$ cat config.mk
export PLATFORM = sky130hd
export DESIGN_NAME = cis_sequencer
export DESIGN_NICKNAME = d
export VERILOG_FILES = /design/src/shared/cis_pkg.sv /design/src/hw/cis_sequencer.sv
export SDC_FILE = /design/constraint.sdc
export NUM_CORES = 1
export LEC_CHECK = 0
export BUFFER_PORTS_ARGS = -buffer_cell sky130_fd_sc_hd__buf_2
export CAP_MARGIN = 20
export CORE_UTILIZATION = 51
export CTS_CLUSTER_DIAMETER = 40
export CTS_CLUSTER_SIZE = 8
export DETAILED_ROUTE_END_ITERATION = 8
export GPL_TIMING_DRIVEN = 0
export MAX_ROUTING_LAYER = met4
export PLACE_DENSITY = 0.72
export SYNTH_ARGS = -nofsm -noshare
export SYNTH_HDL_FRONTEND = slang
export SYNTH_SLANG_ARGS = --single-unit
$ cat constraint.sdc
create_clock -name clk -period 4.4 [get_ports clk]
set_clock_uncertainty 0.05 [all_clocks]
set_input_delay 0 -clock clk [delete_from_list [all_inputs] [get_ports clk]]
set_output_delay 0 -clock clk [all_outputs]
set_load 0.02 [all_outputs]
$ cat src/shared/cis_pkg.sv
`default_nettype none
package cis_pkg;

  // ************************************************************
  // widths and counts
  // ************************************************************
  localparam int unsigned NUM_SRC = 8;
  localparam int unsigned PC_W = 16;
  localparam int unsigned SP_W = 16;
  localparam int unsigned VEC_STEP = 2;
  localparam int unsigned PC_BYTES = 3;
  localparam int unsigned ENTRY_CYCLES = 5;
  localparam int unsigned RETURN_CYCLES = 5;
  localparam int unsigned WAKE_EXTRA_CYCLES = 5;
  localparam logic [PC_W-1:0] BOOT_START_DEF = 16'hf000;

  // ************************************************************
  // register offsets and fields
  // ************************************************************
  localparam logic [3:0] REG_STATUS = 4'h0;
  localparam logic [3:0] REG_PROC_CTRL = 4'h1;
  localparam logic [3:0] REG_ENABLE = 4'h2;
  localparam logic [3:0] REG_FLAGS = 4'h3;
  localparam logic [3:0] REG_SP_LO = 4'h4;
  localparam logic [3:0] REG_SP_HI = 4'h5;
  localparam logic [3:0] REG_STATE = 4'h6;
  localparam int unsigned GIE_BIT = 7;
  localparam int unsigned RELOC_BIT = 1;
  localparam logic [SP_W-1:0] SP_RESET = 16'h10ff;

  // ************************************************************
  // sequencer states
  // ************************************************************
  typedef enum logic [1:0] {
    ST_RUN = 2'b00,
    ST_WAKE = 2'b01,
    ST_ENTRY = 2'b10,
    ST_RETURN = 2'b11
  } cis_state_t;

endpackage
`default_nettype wire

$ cat src/hw/cis_sequencer.sv
`timescale 1ns/1ps
`default_nettype none
module cis_sequencer
  import cis_pkg::*;
#(
  parameter int unsigned N_SRC = cis_pkg::NUM_SRC,
  parameter logic [cis_pkg::PC_W-1:0] BOOT_START = cis_pkg::BOOT_START_DEF,
  parameter logic [N_SRC-1:0] LEVEL_TYPE = '0
) (
  input wire logic clk,
  input wire logic rst,
  // register port
  input wire logic [3:0] reg_addr,
  input wire logic [7:0] reg_wdata,
  input wire logic reg_wr,
  input wire logic reg_rd,
  output logic [7:0] reg_rdata,
  // interrupt sources, events are one-cycle pulses, levels are held
  input wire logic [N_SRC-1:0] src_event,
  // core pipeline
  input wire logic insn_boundary,
  input wire logic insn_cli,
  input wire logic insn_sei,
  input wire logic insn_return_from_interrupt,
  input wire logic core_sleeping,
  input wire logic wake_ready,
  input wire logic [cis_pkg::PC_W-1:0] program_counter,
  input wire logic [cis_pkg::PC_W-1:0] boot_section_start,
  // fuses and lock bits
  input wire logic boot_reset_vector_fuse,
  input wire logic app_section_lock_bit,
  input wire logic boot_section_lock_bit,
  // towards the core
  output logic core_stall,
  output logic vector_valid,
  output logic [cis_pkg::PC_W-1:0] vector_addr,
  output logic [7:0] vector_index,
  output logic stack_wr,
  output logic stack_rd,
  output logic [cis_pkg::SP_W-1:0] stack_addr,
  output logic [7:0] stack_wdata,
  input wire logic [7:0] stack_rdata,
  output logic pc_load,
  output logic [cis_pkg::PC_W-1:0] pc_load_value
);
  import cis_pkg::*;

  // elaboration check: the index and register fields hold at most 8 sources
  if (N_SRC < 1 || N_SRC > 8) begin : g_bad_src
    $error("source count must be 1 to 8");
  end

  // ************************************************************
  // state
  // ************************************************************
  typedef struct packed {
    cis_state_t st;
    logic [2:0] cnt;
    logic gie;
    logic vector_relocate_select;
    logic [N_SRC-1:0] en;
    logic [N_SRC-1:0] flg;
    logic [SP_W-1:0] sp;
    logic [PC_W-1:0] ret_pc;
    logic [7:0] idx;
    logic hold_one;
    logic reset_vec;
    logic [7:0] rdata;
    logic [PC_W-1:0] vaddr;
    logic vvalid;
    logic [PC_W-1:0] popped;
  } cis_regs_t;

  cis_regs_t q, d;

  logic [N_SRC-1:0] req;
  logic any_req;
  logic [7:0] win;
  logic locked;
  logic in_boot;
  logic can_take;
  logic [PC_W-1:0] vec_base;

  // ************************************************************
  // request merge and arbitration
  // ************************************************************
  // level sources bypass the flag, flag sources use the sticky flag
  genvar g;
  generate
    for (g = 0; g < N_SRC; g++) begin : g_req
      assign req[g] = q.en[g] &&
        (LEVEL_TYPE[g] ? src_event[g] : q.flg[g]);
    end
  endgenerate

  // lowest index is lowest vector address, so highest priority
  always_comb begin
    win = 8'h00;
    any_req = 1'b0;
    for (int i = N_SRC - 1; i >= 0; i--) begin
      if (req[i]) begin
        win = 8'(i + 1); // index 0 is reset
        any_req = 1'b1;
      end
    end
  end

  // lock bits block interrupts in the section that they protect
  assign in_boot = program_counter >= boot_section_start;
  assign locked = in_boot ? boot_section_lock_bit
                          : app_section_lock_bit;

  // cli of this cycle wins over any request; sei/return_from_interrupt delay by one insn
  assign can_take = q.st == ST_RUN && insn_boundary && any_req &&
    q.gie && !insn_cli && !locked && !q.hold_one &&
    !insn_sei && !insn_return_from_interrupt;

  assign vec_base = q.vector_relocate_select ? boot_section_start : '0;

  // ************************************************************
  // next state
  // ************************************************************
  always_comb begin
    d = q;
    d.vvalid = 1'b0;
    // events set flags; set wins over a same-cycle register clear, not over the clear when the source is taken
    if (reg_wr && reg_addr == REG_FLAGS) begin
      d.flg = q.flg & ~reg_wdata[N_SRC-1:0];
    end
    d.flg = d.flg | (src_event & ~LEVEL_TYPE);
    if (reg_wr) begin
      case (reg_addr)
        REG_STATUS: d.gie = reg_wdata[GIE_BIT];
        REG_PROC_CTRL: d.vector_relocate_select = reg_wdata[RELOC_BIT];
        REG_ENABLE: d.en = reg_wdata[N_SRC-1:0];
        REG_SP_LO: d.sp[7:0] = reg_wdata;
        REG_SP_HI: d.sp[15:8] = reg_wdata;
        default: ;
      endcase
    end
    if (insn_cli) d.gie = 1'b0;
    if (insn_sei) d.gie = 1'b1;
    // an instruction completing clears the one-instruction hold
    if (insn_boundary && q.st == ST_RUN) d.hold_one = 1'b0;
    if (insn_sei) d.hold_one = 1'b1;
    // status register is never saved or restored here
    case (q.st)
      ST_RUN: begin
        if (q.reset_vec) begin
          d.reset_vec = 1'b0;
          d.vvalid = 1'b1;
          d.idx = 8'h00;
          d.vaddr = boot_reset_vector_fuse ? BOOT_START : '0;
        end else if (insn_return_from_interrupt && q.st == ST_RUN) begin
          d.st = ST_RETURN;
          d.cnt = 3'd0;
        end else if (can_take) begin
          d.idx = win;
          d.ret_pc = program_counter;
          d.gie = 1'b0;
          d.cnt = 3'd0;
          if (!LEVEL_TYPE[win-1]) d.flg[win-1] = 1'b0;
          d.st = core_sleeping ? ST_WAKE : ST_ENTRY;
        end
      end
      ST_WAKE: begin
        // extra cycles count only after the start-up time has passed
        if (wake_ready) begin
          d.cnt = q.cnt + 3'd1;
          if (q.cnt == 3'(WAKE_EXTRA_CYCLES - 1)) begin
            d.cnt = 3'd0;
            d.st = ST_ENTRY;
          end
        end
      end
      ST_ENTRY: begin
        d.cnt = q.cnt + 3'd1;
        if (q.cnt < 3'(PC_BYTES)) d.sp = q.sp - 1'b1;
        if (q.cnt == 3'(ENTRY_CYCLES - 1)) begin
          d.st = ST_RUN;
          d.vvalid = 1'b1;
          // each vector is two words apart from the next
          d.vaddr = vec_base + PC_W'(q.idx) * PC_W'(VEC_STEP);
        end
      end
      ST_RETURN: begin
        d.cnt = q.cnt + 3'd1;
        if (q.cnt < 3'(PC_BYTES)) begin
          d.sp = q.sp + 1'b1;
          d.popped = {q.popped[7:0], stack_rdata};
        end
        if (q.cnt == 3'(RETURN_CYCLES - 1)) begin
          d.st = ST_RUN;
          d.gie = 1'b1;
          d.hold_one = 1'b1;
          d.vaddr = q.popped;
          d.vvalid = 1'b1;
        end
      end
      default: d.st = ST_RUN;
    endcase
    // read data, one cycle after the strobe
    d.rdata = 8'h00;
    if (reg_rd) begin
      case (reg_addr)
        REG_STATUS: d.rdata = {q.gie, 7'h00};
        REG_PROC_CTRL: d.rdata = 8'({q.vector_relocate_select, 1'b0});
        REG_ENABLE: d.rdata = 8'(q.en);
        REG_FLAGS: d.rdata = 8'(q.flg);
        REG_SP_LO: d.rdata = q.sp[7:0];
        REG_SP_HI: d.rdata = q.sp[15:8];
        REG_STATE: d.rdata = {q.idx[5:0], q.st};
        default: d.rdata = 8'h00;
      endcase
    end
  end

  // ************************************************************
  // registers
  // ************************************************************
  always_ff @(posedge clk) begin
    if (rst) begin
      q <= '0;
      q.st <= ST_RUN;
      q.sp <= SP_RESET;
      q.reset_vec <= 1'b1;
    end else begin
      q <= d;
    end
  end

  // ************************************************************
  // outputs
  // ************************************************************
  assign reg_rdata = q.rdata;
  assign core_stall = q.st != ST_RUN;
  assign vector_valid = q.vvalid;
  assign vector_addr = q.vaddr;
  assign vector_index = q.idx;
  assign pc_load = q.vvalid;
  assign pc_load_value = q.vaddr;
  // push low byte first, pointer post-decrement; pop pre-increment
  assign stack_wr = q.st == ST_ENTRY && q.cnt < 3'(PC_BYTES);
  assign stack_rd = q.st == ST_RETURN && q.cnt < 3'(PC_BYTES);
  assign stack_addr = q.st == ST_RETURN ? q.sp + 1'b1 : q.sp;
  always_comb begin
    case (q.cnt)
      3'd0: stack_wdata = q.ret_pc[7:0];
      3'd1: stack_wdata = q.ret_pc[15:8];
      default: stack_wdata = 8'h00;
    endcase
  end

endmodule
`default_nettype wire

# Word-level counts from Yosys, hierarchy flattened
# Memories as Yosys holds them, arrays and structs flattened.
# Index checks and enable logic that the tools add are counted.
dict set report op_classes {
  n_eq_ne 20
  addsub 5
  bitwise_logic 8
  n_lt_le_gt_ge 4
  reduce_logical 42
  muxes 65
}
# op count
set ops {}
lappend ops {{8-bit two-way mux} 19}
lappend ops {{16-bit two-way mux} 6}
lappend ops {{8-bit case mux with 7 select lines} 1}
lappend ops {{17-bit two-way mux} 3}
lappend ops {{17-bit case mux with 3 select lines} 1}
lappend ops {{32-bit by 1-bit >= comparator with 1-bit output, second input constant} 1}
lappend ops {{32-bit by 4-bit less-than comparator with 1-bit output, second input constant} 1}
lappend ops {{16-bit case mux with 2 select lines} 1}
lappend ops {{1-bit logical AND} 21}
lappend ops {{1-bit two-way mux} 21}
lappend ops {{16-bit by 1-bit adder with 16-bit output, second input constant} 1}
lappend ops {{16-bit by 9-bit adder with 16-bit output} 1}
lappend ops {{8-bit bitwise AND} 2}
lappend ops {{16-bit >= comparator} 1}
lappend ops {{8-bit NOT} 2}
lappend ops {{8-bit case mux with 2 select lines} 1}
lappend ops {{16-bit by 1-bit subtractor with 16-bit output, second input constant} 1}
lappend ops {{5-bit two-way mux} 3}
lappend ops {{5-bit case mux with 3 select lines} 1}
lappend ops {{2-bit != test, second input constant} 7}
lappend ops {{4-bit by 3-bit equality test with 1-bit output, second input constant} 3}
lappend ops {{6-bit two-way mux} 2}
lappend ops {{10-bit two-way mux} 1}
lappend ops {{8-bit by 1-bit subtractor with 9-bit output, second input constant} 1}
lappend ops {{other kinds (27)} 42}
dict set report word_totals {
  out_inout_bits 77
  wordCells 160
  mem_bits_ro 8
  n_memories 1
  register_bits 106
  inputBits 73
}
# name words word_bits read_ports rd_clocked_by_memory_dff write_ports line
set mem_list {}
lappend mem_list {{(no name shown)} 8 1 1 0 0 cis_sequencer.sv:162} ;# if (!LEVEL_TYPE[win-1]) d.flg[win-1] = 1'b0;

# Logic depth before layout (Yosys ltp)
# Gate-level depths: netlist of the first run.
dict set report depth {
  depth_word 21
  depth_mapped 12
  ltp_nobuf 10
}

# Worst setup path before layout of the first run
# OpenSTA, ideal clock, no wires.
dict set report synth_timing {
  kind {register -> register}
  from {register q[99] (netlist bit)}
  to {register q, in the netlist pc_load_value[9]}
  t_required_ps 4264
  path_slack_ps 1708
  n_path_buf 2
  setup_ps 86
  period_less_slack_ps 2692
  path_stages_with_launch 13
  t_arrival_ps 2557
  path_cell_list {dfxtp_1 clkbuf_1 clkbuf_1 and2_1 ha_1 fa_1 a21o_1 a21o_1 nor2b_1 and4_1 xnor2_1 a32oi_1 a211oi_1}
}
dict set report synth_via {
  elab_chain_len 4
}
# item line
set synth_lines {}
lappend synth_lines {{from (decl)} cis_sequencer.sv:74} ;# cis_regs_t q, d;
lappend synth_lines {{16-bit two-way mux} cis_sequencer.sv:118} ;# assign vec_base = q.vector_relocate_select ? boot_section_start : '0;
lappend synth_lines {{16-bit by 9-bit adder with 16-bit output} cis_sequencer.sv:183} ;# d.vaddr = vec_base + PC_W'(q.idx) * PC_W'(VEC_STEP);
lappend synth_lines {{17-bit two-way mux} cis_sequencer.sv:179} ;# if (q.cnt == 3'(ENTRY_CYCLES - 1)) begin
lappend synth_lines {{17-bit case mux with 3 select lines} cis_sequencer.sv:147} ;# case (q.st)
# Every way passes these cells. The select of a mux whose other input is x is not followed.
# A chain may end at the register's enable or synchronous reset.

# Worst setup path after layout of the first run
dict set report layout_timing {
  from {register q[105] (netlist bit)}
  to {register q[42] (netlist bit)}
}
dict set report layout_via {
  elab_chain_len 6
  word_cells_on_any_way 7
  classes_between {1 x eq/ne; 4 x mux; 2 x reduce/logical}
}
# item line
set layout_lines {}
lappend layout_lines {{2-bit zero test} cis_sequencer.sv:144} ;# if (insn_boundary && q.st == ST_RUN) d.hold_one = 1'b0;
lappend layout_lines {{1-bit logical AND} cis_sequencer.sv:144}
lappend layout_lines {{1-bit two-way mux} cis_sequencer.sv:144}
lappend layout_lines {{1-bit two-way mux} cis_sequencer.sv:145} ;# if (insn_sei) d.hold_one = 1'b1;
lappend layout_lines {{1-bit two-way mux} cis_sequencer.sv:192} ;# if (q.cnt == 3'(RETURN_CYCLES - 1)) begin
lappend layout_lines {{1-bit two-way mux (*)} cis_sequencer.sv:147}
# Every way passes the cells marked *; elsewhere a longest branch is shown, timed or not.

==> flow_summary.yaml, run 1 <==
finish:
  multiInputGateArea_um2: 4030
  final_util_pct: 66.2
  n_antenna_cell: 0
  areaGrowthSynthToFinish_pct: 25.1
  seqCellArea_um2: 2040
  finalNetCount: 1179
  fill_cells: 1168
  drive_above_1_share_pct: 21.0
cts:
  clk_pin_slew_ns: 0.07
  cts_buffer_depth: 2
  clock_latency_ns: 0.36
  h-tree-depth: 3
  cts_tree: "done"
  cts_buffers: 9
  clockRootBuffer: "clkbuf_16"
  postCtsSetupBuffers: 0
  cts.sinks: 102
grt:
  globalRouteMet3Util_pct: 5.15
  track_usage_pct: 32.8
  antenna_found_initial: 0
  grt_pass1_vias: 6602
  use_met1_pct: 39.6
  use_met2_pct: 54.4
  grt_max_degree: 17
  overflow: 0
  grt_pass1_wl_um: 33100
  grt-busiest-layer: "met2"
power_and_ir_drop:
  peakVddDrop_v: 0.000229
  p_leak_uw: 0.00378
  powerDensity_nw_per_um2: 282
flow_run:
  cap_violations: 0
synth:
  ys_types: 72
  ys_seq_area_share_pct: 30.2
  synth_edf_count: 0
  synth_seq_cells: 102
  netlist_area_um2: 6760
  synth_area_leaders: "dfxtp_1 (30%), nand2_1 (6.5%), ha_1 (5.7%), buf_4 (5.4%), mux2i_1 (5.0%)"
  synth_ff_type: "dfxtp_1"
  synth_most_common_cell: "nand2_1"
  synth.avg_cell_area_um2: 7.75
  synth_cells: 872
  yosys.area.top_type: "dfxtp_1"
  synth_top_area_share_pct: 30.2
  ys_top_cells_by_count: "nand2_1 (117), dfxtp_1 (102), nor2_1 (84), a21oi_1 (61), buf_4 (49)"
  async_flop_share_pct: 0
  ys_warn_count: 0
floorplanning:
  die_w_um: 117
  core_area_um2: 12800
  dieArea_um2: 13700
  row_count: 41
  die_h_um: 117
  ios: 150
  start_util_pct: 52.9
detailed_routing:
  drc: 0
  drt_iter0_drc: 555
  via_per_inst: 5.72
  drt_pass1_iterations: 5
  ant_nets: 0
  wl_um: 21000
  vias: 7159
  post_drt_wl_per_cell_um: 16.8
worst_setup_path:
  crit_fanout: 10
  cp.arrival_ns: 3.53
  worstSetupPathType: "reg -> reg"
  start_kind: "register"
  worstSetupEndpointType: "register"
  cp.required_ns: 4.63
min_path:
  hold_class: "in -> reg"
run_status:
  status: "finished, final reports clean"
timing:
  worstMarginPinSlew_ns: 0.894
  max-slew-margin-rel_pct: 40.4
  rsz0062_at_grt: "no"
  finalSetupViolations: 0
  setup_ws_ns: 1.10
  min_period_over_period_pct: 74.9
  tns_ns: 0
  finalCriticalPeriod_ns: 3.30
  finalHoldViolations: 0
  slew_violations: 0
  max_clock_freq_ghz: 0.303
placed_design:
  place.gp.congestion: 1.03
  post-place-ws_ns: 1.21
  io_buffers: 144
  dp_hpwl_um: 15800
==> worst paths after layout <==
path,from,endpoint,slack (ns),cells after the start
worst max-delay path,q[105],q[42],1.10,8
worst min-delay path,insn_cli,q[100],0.03,4
worst max register to register,q[105],q[42],1.10,8
worst min register to register,q[8],q[8],0.42,2
==> power breakdown <==
part | total (µW) | internal, µW | switching (µW)
Sequential | 991 | 961 | 29.9
Clock | 838 | 471 | 366
Combinational | 557 | 235 | 323
==> layer usage <==
metal | vias to the layer above | part of all wire, % | wire length [µm]
met4 | 0 | 4.0 | 833
met1 | 3310 | 42 | 8890
met5 | - | 0 | 0
met2 | 321 | 47 | 9880
met3 | 72 | 6.6 | 1390
li1 | 3456 | - | -
==> worst max-delay path: stages, from the launching register on <==
cell,delay (ns)
dfxtp_1,0.42
ha_1,0.18
clkbuf_1,0.48
inv_1,0.33
nor2_1,0.53
clkbuf_1,0.48
a211oi_1,0.10
dlygate4sd3_1,0.58
nor2_1,0.08
==> timing repair <==
item,in CTS,in global routing
hold buffers,44,0
gates resized for setup,0,0
hold endpoints to repair,50,0
==> sequential cells by signal, summed over array words and instances, names as in the netlist <==
name	count
pc_load	1
pc_load_value	16
q	73
vector_index	4
reg_rdata	8
==> layout make-up <==
class	instances	share of cell area, %
inverter	33	1.46
timing repair buffer	188	13.7
tap	172	2.55
multi-input combinational	637	47.7
sequential	102	24.1
buffer	103	6.76
clock buffer	11	2.99
clock inverter	5	0.681
==> cells by family (layout without fill, tap and decap cells) <==
group	Yosys count	in the layout	share of synthesized area, %
mux	38	38	5.87
simple gates	309	309	20.8
fa+ha+maj	32	32	6.04
flops	102	102	30.2
compound gates	215	215	21.7
buf+inv	136	340	10.3
xor+xnor	39	39	5.05
other cells	1	4	0.0555
==> layout by cell type (no fill, tap or decap), types with 4 or more instances in the layout <==
cell type      count
inv_1             32
o21ai_0           30
o211ai_1           5
a22oi_1           26
a211oi_1          14
nand3b_1           5
nor4_1             4
and2_1             6
xnor2_1           27
dfxtp_1          102
mux2i_1           34
nand4_1            8
xor2_1            12
a21o_1             5
a32oi_1            7
nor3_1            23
or2_2              5
nor2_1            84
clkbuf_16          9
buf_2            145
and3_1             7
a22o_1             5
buf_1              6
clkbuf_1          47
a311oi_1           7
o31ai_1            4
a31oi_1            5
o22ai_1            4
nand3_1           22
buf_4             49
a21oi_1           61
a221oi_1          13
nor2b_1            9
nand2b_1           4
conb_1             4
ha_1              31
nand2_1          117
dlygate4sd3_1     44
==> per-stage QoR <==
step	power [µW]	hold WS, ns	cells	area, µm²
finish	2390	0.0295	1251	8460
global route	2490	0.0605	1251	8460
CTS	2380	0.0319	1251	8460
detailed placement	1530	0.201	1191	7700
global placement	1520	0.196	1191	7700
floorplan	1360	0.0706	875	6770
Power figures use the tool's default switching activity.
==> run 2, diff against run 1 <==
- CORE_UTILIZATION: 51 -> 50
- PLACE_DENSITY: 0.72 -> 0.73
- clock period: 4.4 -> 3 ns (I/O delays scaled with it)
==> flow_summary.yaml, run 2 (same netlist as run 1, synthesis figures left out) <==
detailed_routing:
  drt_pass1_iterations: 7
  via_per_inst: 5.73
  post_drt_wl_per_cell_um: 17.1
  drc: 0
  wl_um: 21400
  vias: 7193
  ant_nets: 0
  drt_iter0_drc: 688
floorplanning:
  die_w_um: 118
  start_util_pct: 51.2
  ios: 150
  core_area_um2: 13200
  die_h_um: 118
  dieArea_um2: 14000
  row_count: 42
cts:
  cts_buffers: 9
  clk_pin_slew_ns: 0.08
  h-tree-depth: 3
  cts.sinks: 102
  clockRootBuffer: "clkbuf_16"
  cts_buffer_depth: 2
  cts_tree: "done"
  clock_latency_ns: 0.36
timing:
  tns_ns: 0
  finalCriticalPeriod_ns: 2.89
  whs_ns: 0.00895
  worstMarginPinSlew_ns: 0.725
  max_clock_freq_ghz: 0.346
  slew_violations: 0
  min_period_over_period_pct: 96.3
  finalHoldViolations: 0
  finalSetupViolations: 0
  max-slew-margin-rel_pct: 51.2
finish:
  final_common_cell: "buf_2"
  finalNetCount: 1179
  areaGrowthSynthToFinish_pct: 26.9
  final_cell_mix: "buf_2 (144), nand2_1 (117), dfxtp_1 (101)"
  drive_above_1_share_pct: 22.2
  largest_register_ffs: 73
  max_flop_register: "q"
worst_setup_path:
  crit_top_cell: "or3_1"
  path_cells: "inv_1 -> ha_2 -> nand2_1 -> or3_1 -> or3_1 -> a21oi_4 -> a221oi_4 -> or4_1 -> a21oi_1"
  start_kind: "register"
  crit_fanout: 10
  worstSetupPathType: "reg -> reg"
  cp_slowest_cell: "or4_1"
  slowest_delay_ns: 0.57
  cp.required_ns: 3.24
  cp.arrival_ns: 3.13
  worstSetupEndpointType: "register"
power_and_ir_drop:
  powerDensity_nw_per_um2: 423
  peakVddDrop_v: 0.000272
  finalPower_uw: 3620
  p_leak_uw: 0.00384
grt:
  overflow: 0
  track_usage_pct: 31.4
  antenna_found_initial: 1
  grt_max_degree: 19
  grt_pass1_wl_um: 33600
  grt_pass1_vias: 6544
placed_design:
  place.gp.congestion: 0.942
  io_buffers: 144
  dp_hpwl_um: 15900
run_status:
  status: "finished, final reports clean"
flow_run:
  cap_violations: 0
min_path:
  hold_class: "in -> reg"
[run 2: final timing paths]
kind | startpoint | to | slack (ns) | depth (start not counted)
worst max register to register | q[105] | q[104] | 0.11 | 9
worst max-delay path | q[105] | q[104] | 0.11 | 9
worst min-delay path | insn_cli | q[100] | 0.009 | 4
worst min register to register | q[14] | q[14] | 0.42 | 2
[run 2: per-stage QoR]
stage	setup WS, ns	instances	area (µm²)	utilization (%)
floorplan	0.308	875	6770	-
global placement	-0.191	1195	7710	58.5
detailed placement	-0.210	1195	7710	58.5
CTS	0.0406	1254	8490	64.4
global route	-0.00811	1256	8570	65.0
finish	0.110	1256	8570	65.0
[run 2: final cells by class]
cell class / count / area [µm²]
plain buffers: 101 / 568
clock buffers: 9 / 225
repair buffers: 190 / 1180
inverters: 33 / 124
fillers: 1179 / 4620
multi-input cells: 637 / 4110
flip-flops and latches: 102 / 2040
diodes: 1 / 2.50
well taps: 176 / 220
clock inverters: 7 / 103
[run 2: where the power goes]
part	leakage, µW	switching [µW]	internal (µW)	total, µW
combinational	0.00285	484	353	837
sequential	0.000830	46.9	1410	1460
clock	0.000157	589	743	1330
total	0.00384	1120	2510	3620
[run 2: timing repair]
item                       4_1_cts  5_1_grt
buffers inserted                 0        2
pin swaps                        0        3
hold buffers                    44        0
cloned                           0        0
hold endpoints to repair        50        0
resized for setup                5       16
setup endpoints to repair       16       44
[run 2: worst max-delay path: cells and delay by family, from the launching register on]
family,cells,cell delay [ns]
buffers and inverters,1,0.14
AOI/OAI and AO/OA,3,0.52
and+or+nand+nor,4,1.45
DFF,1,0.38
adders and majority gates,1,0.28
[run 2: per-layer routing]
layer / part of all wire (%) / GRT usage [%] / wire, µm / vias up
met2: 47 / 50.8 / 10000 / 329
met4: 3.3 / 14.9 / 709 / 0
met1: 43 / 39.0 / 9210 / 3345
met5: 0 / - / 0 / -
li1: - / - / - / 3468
met3: 6.9 / 3.81 / 1480 / 51
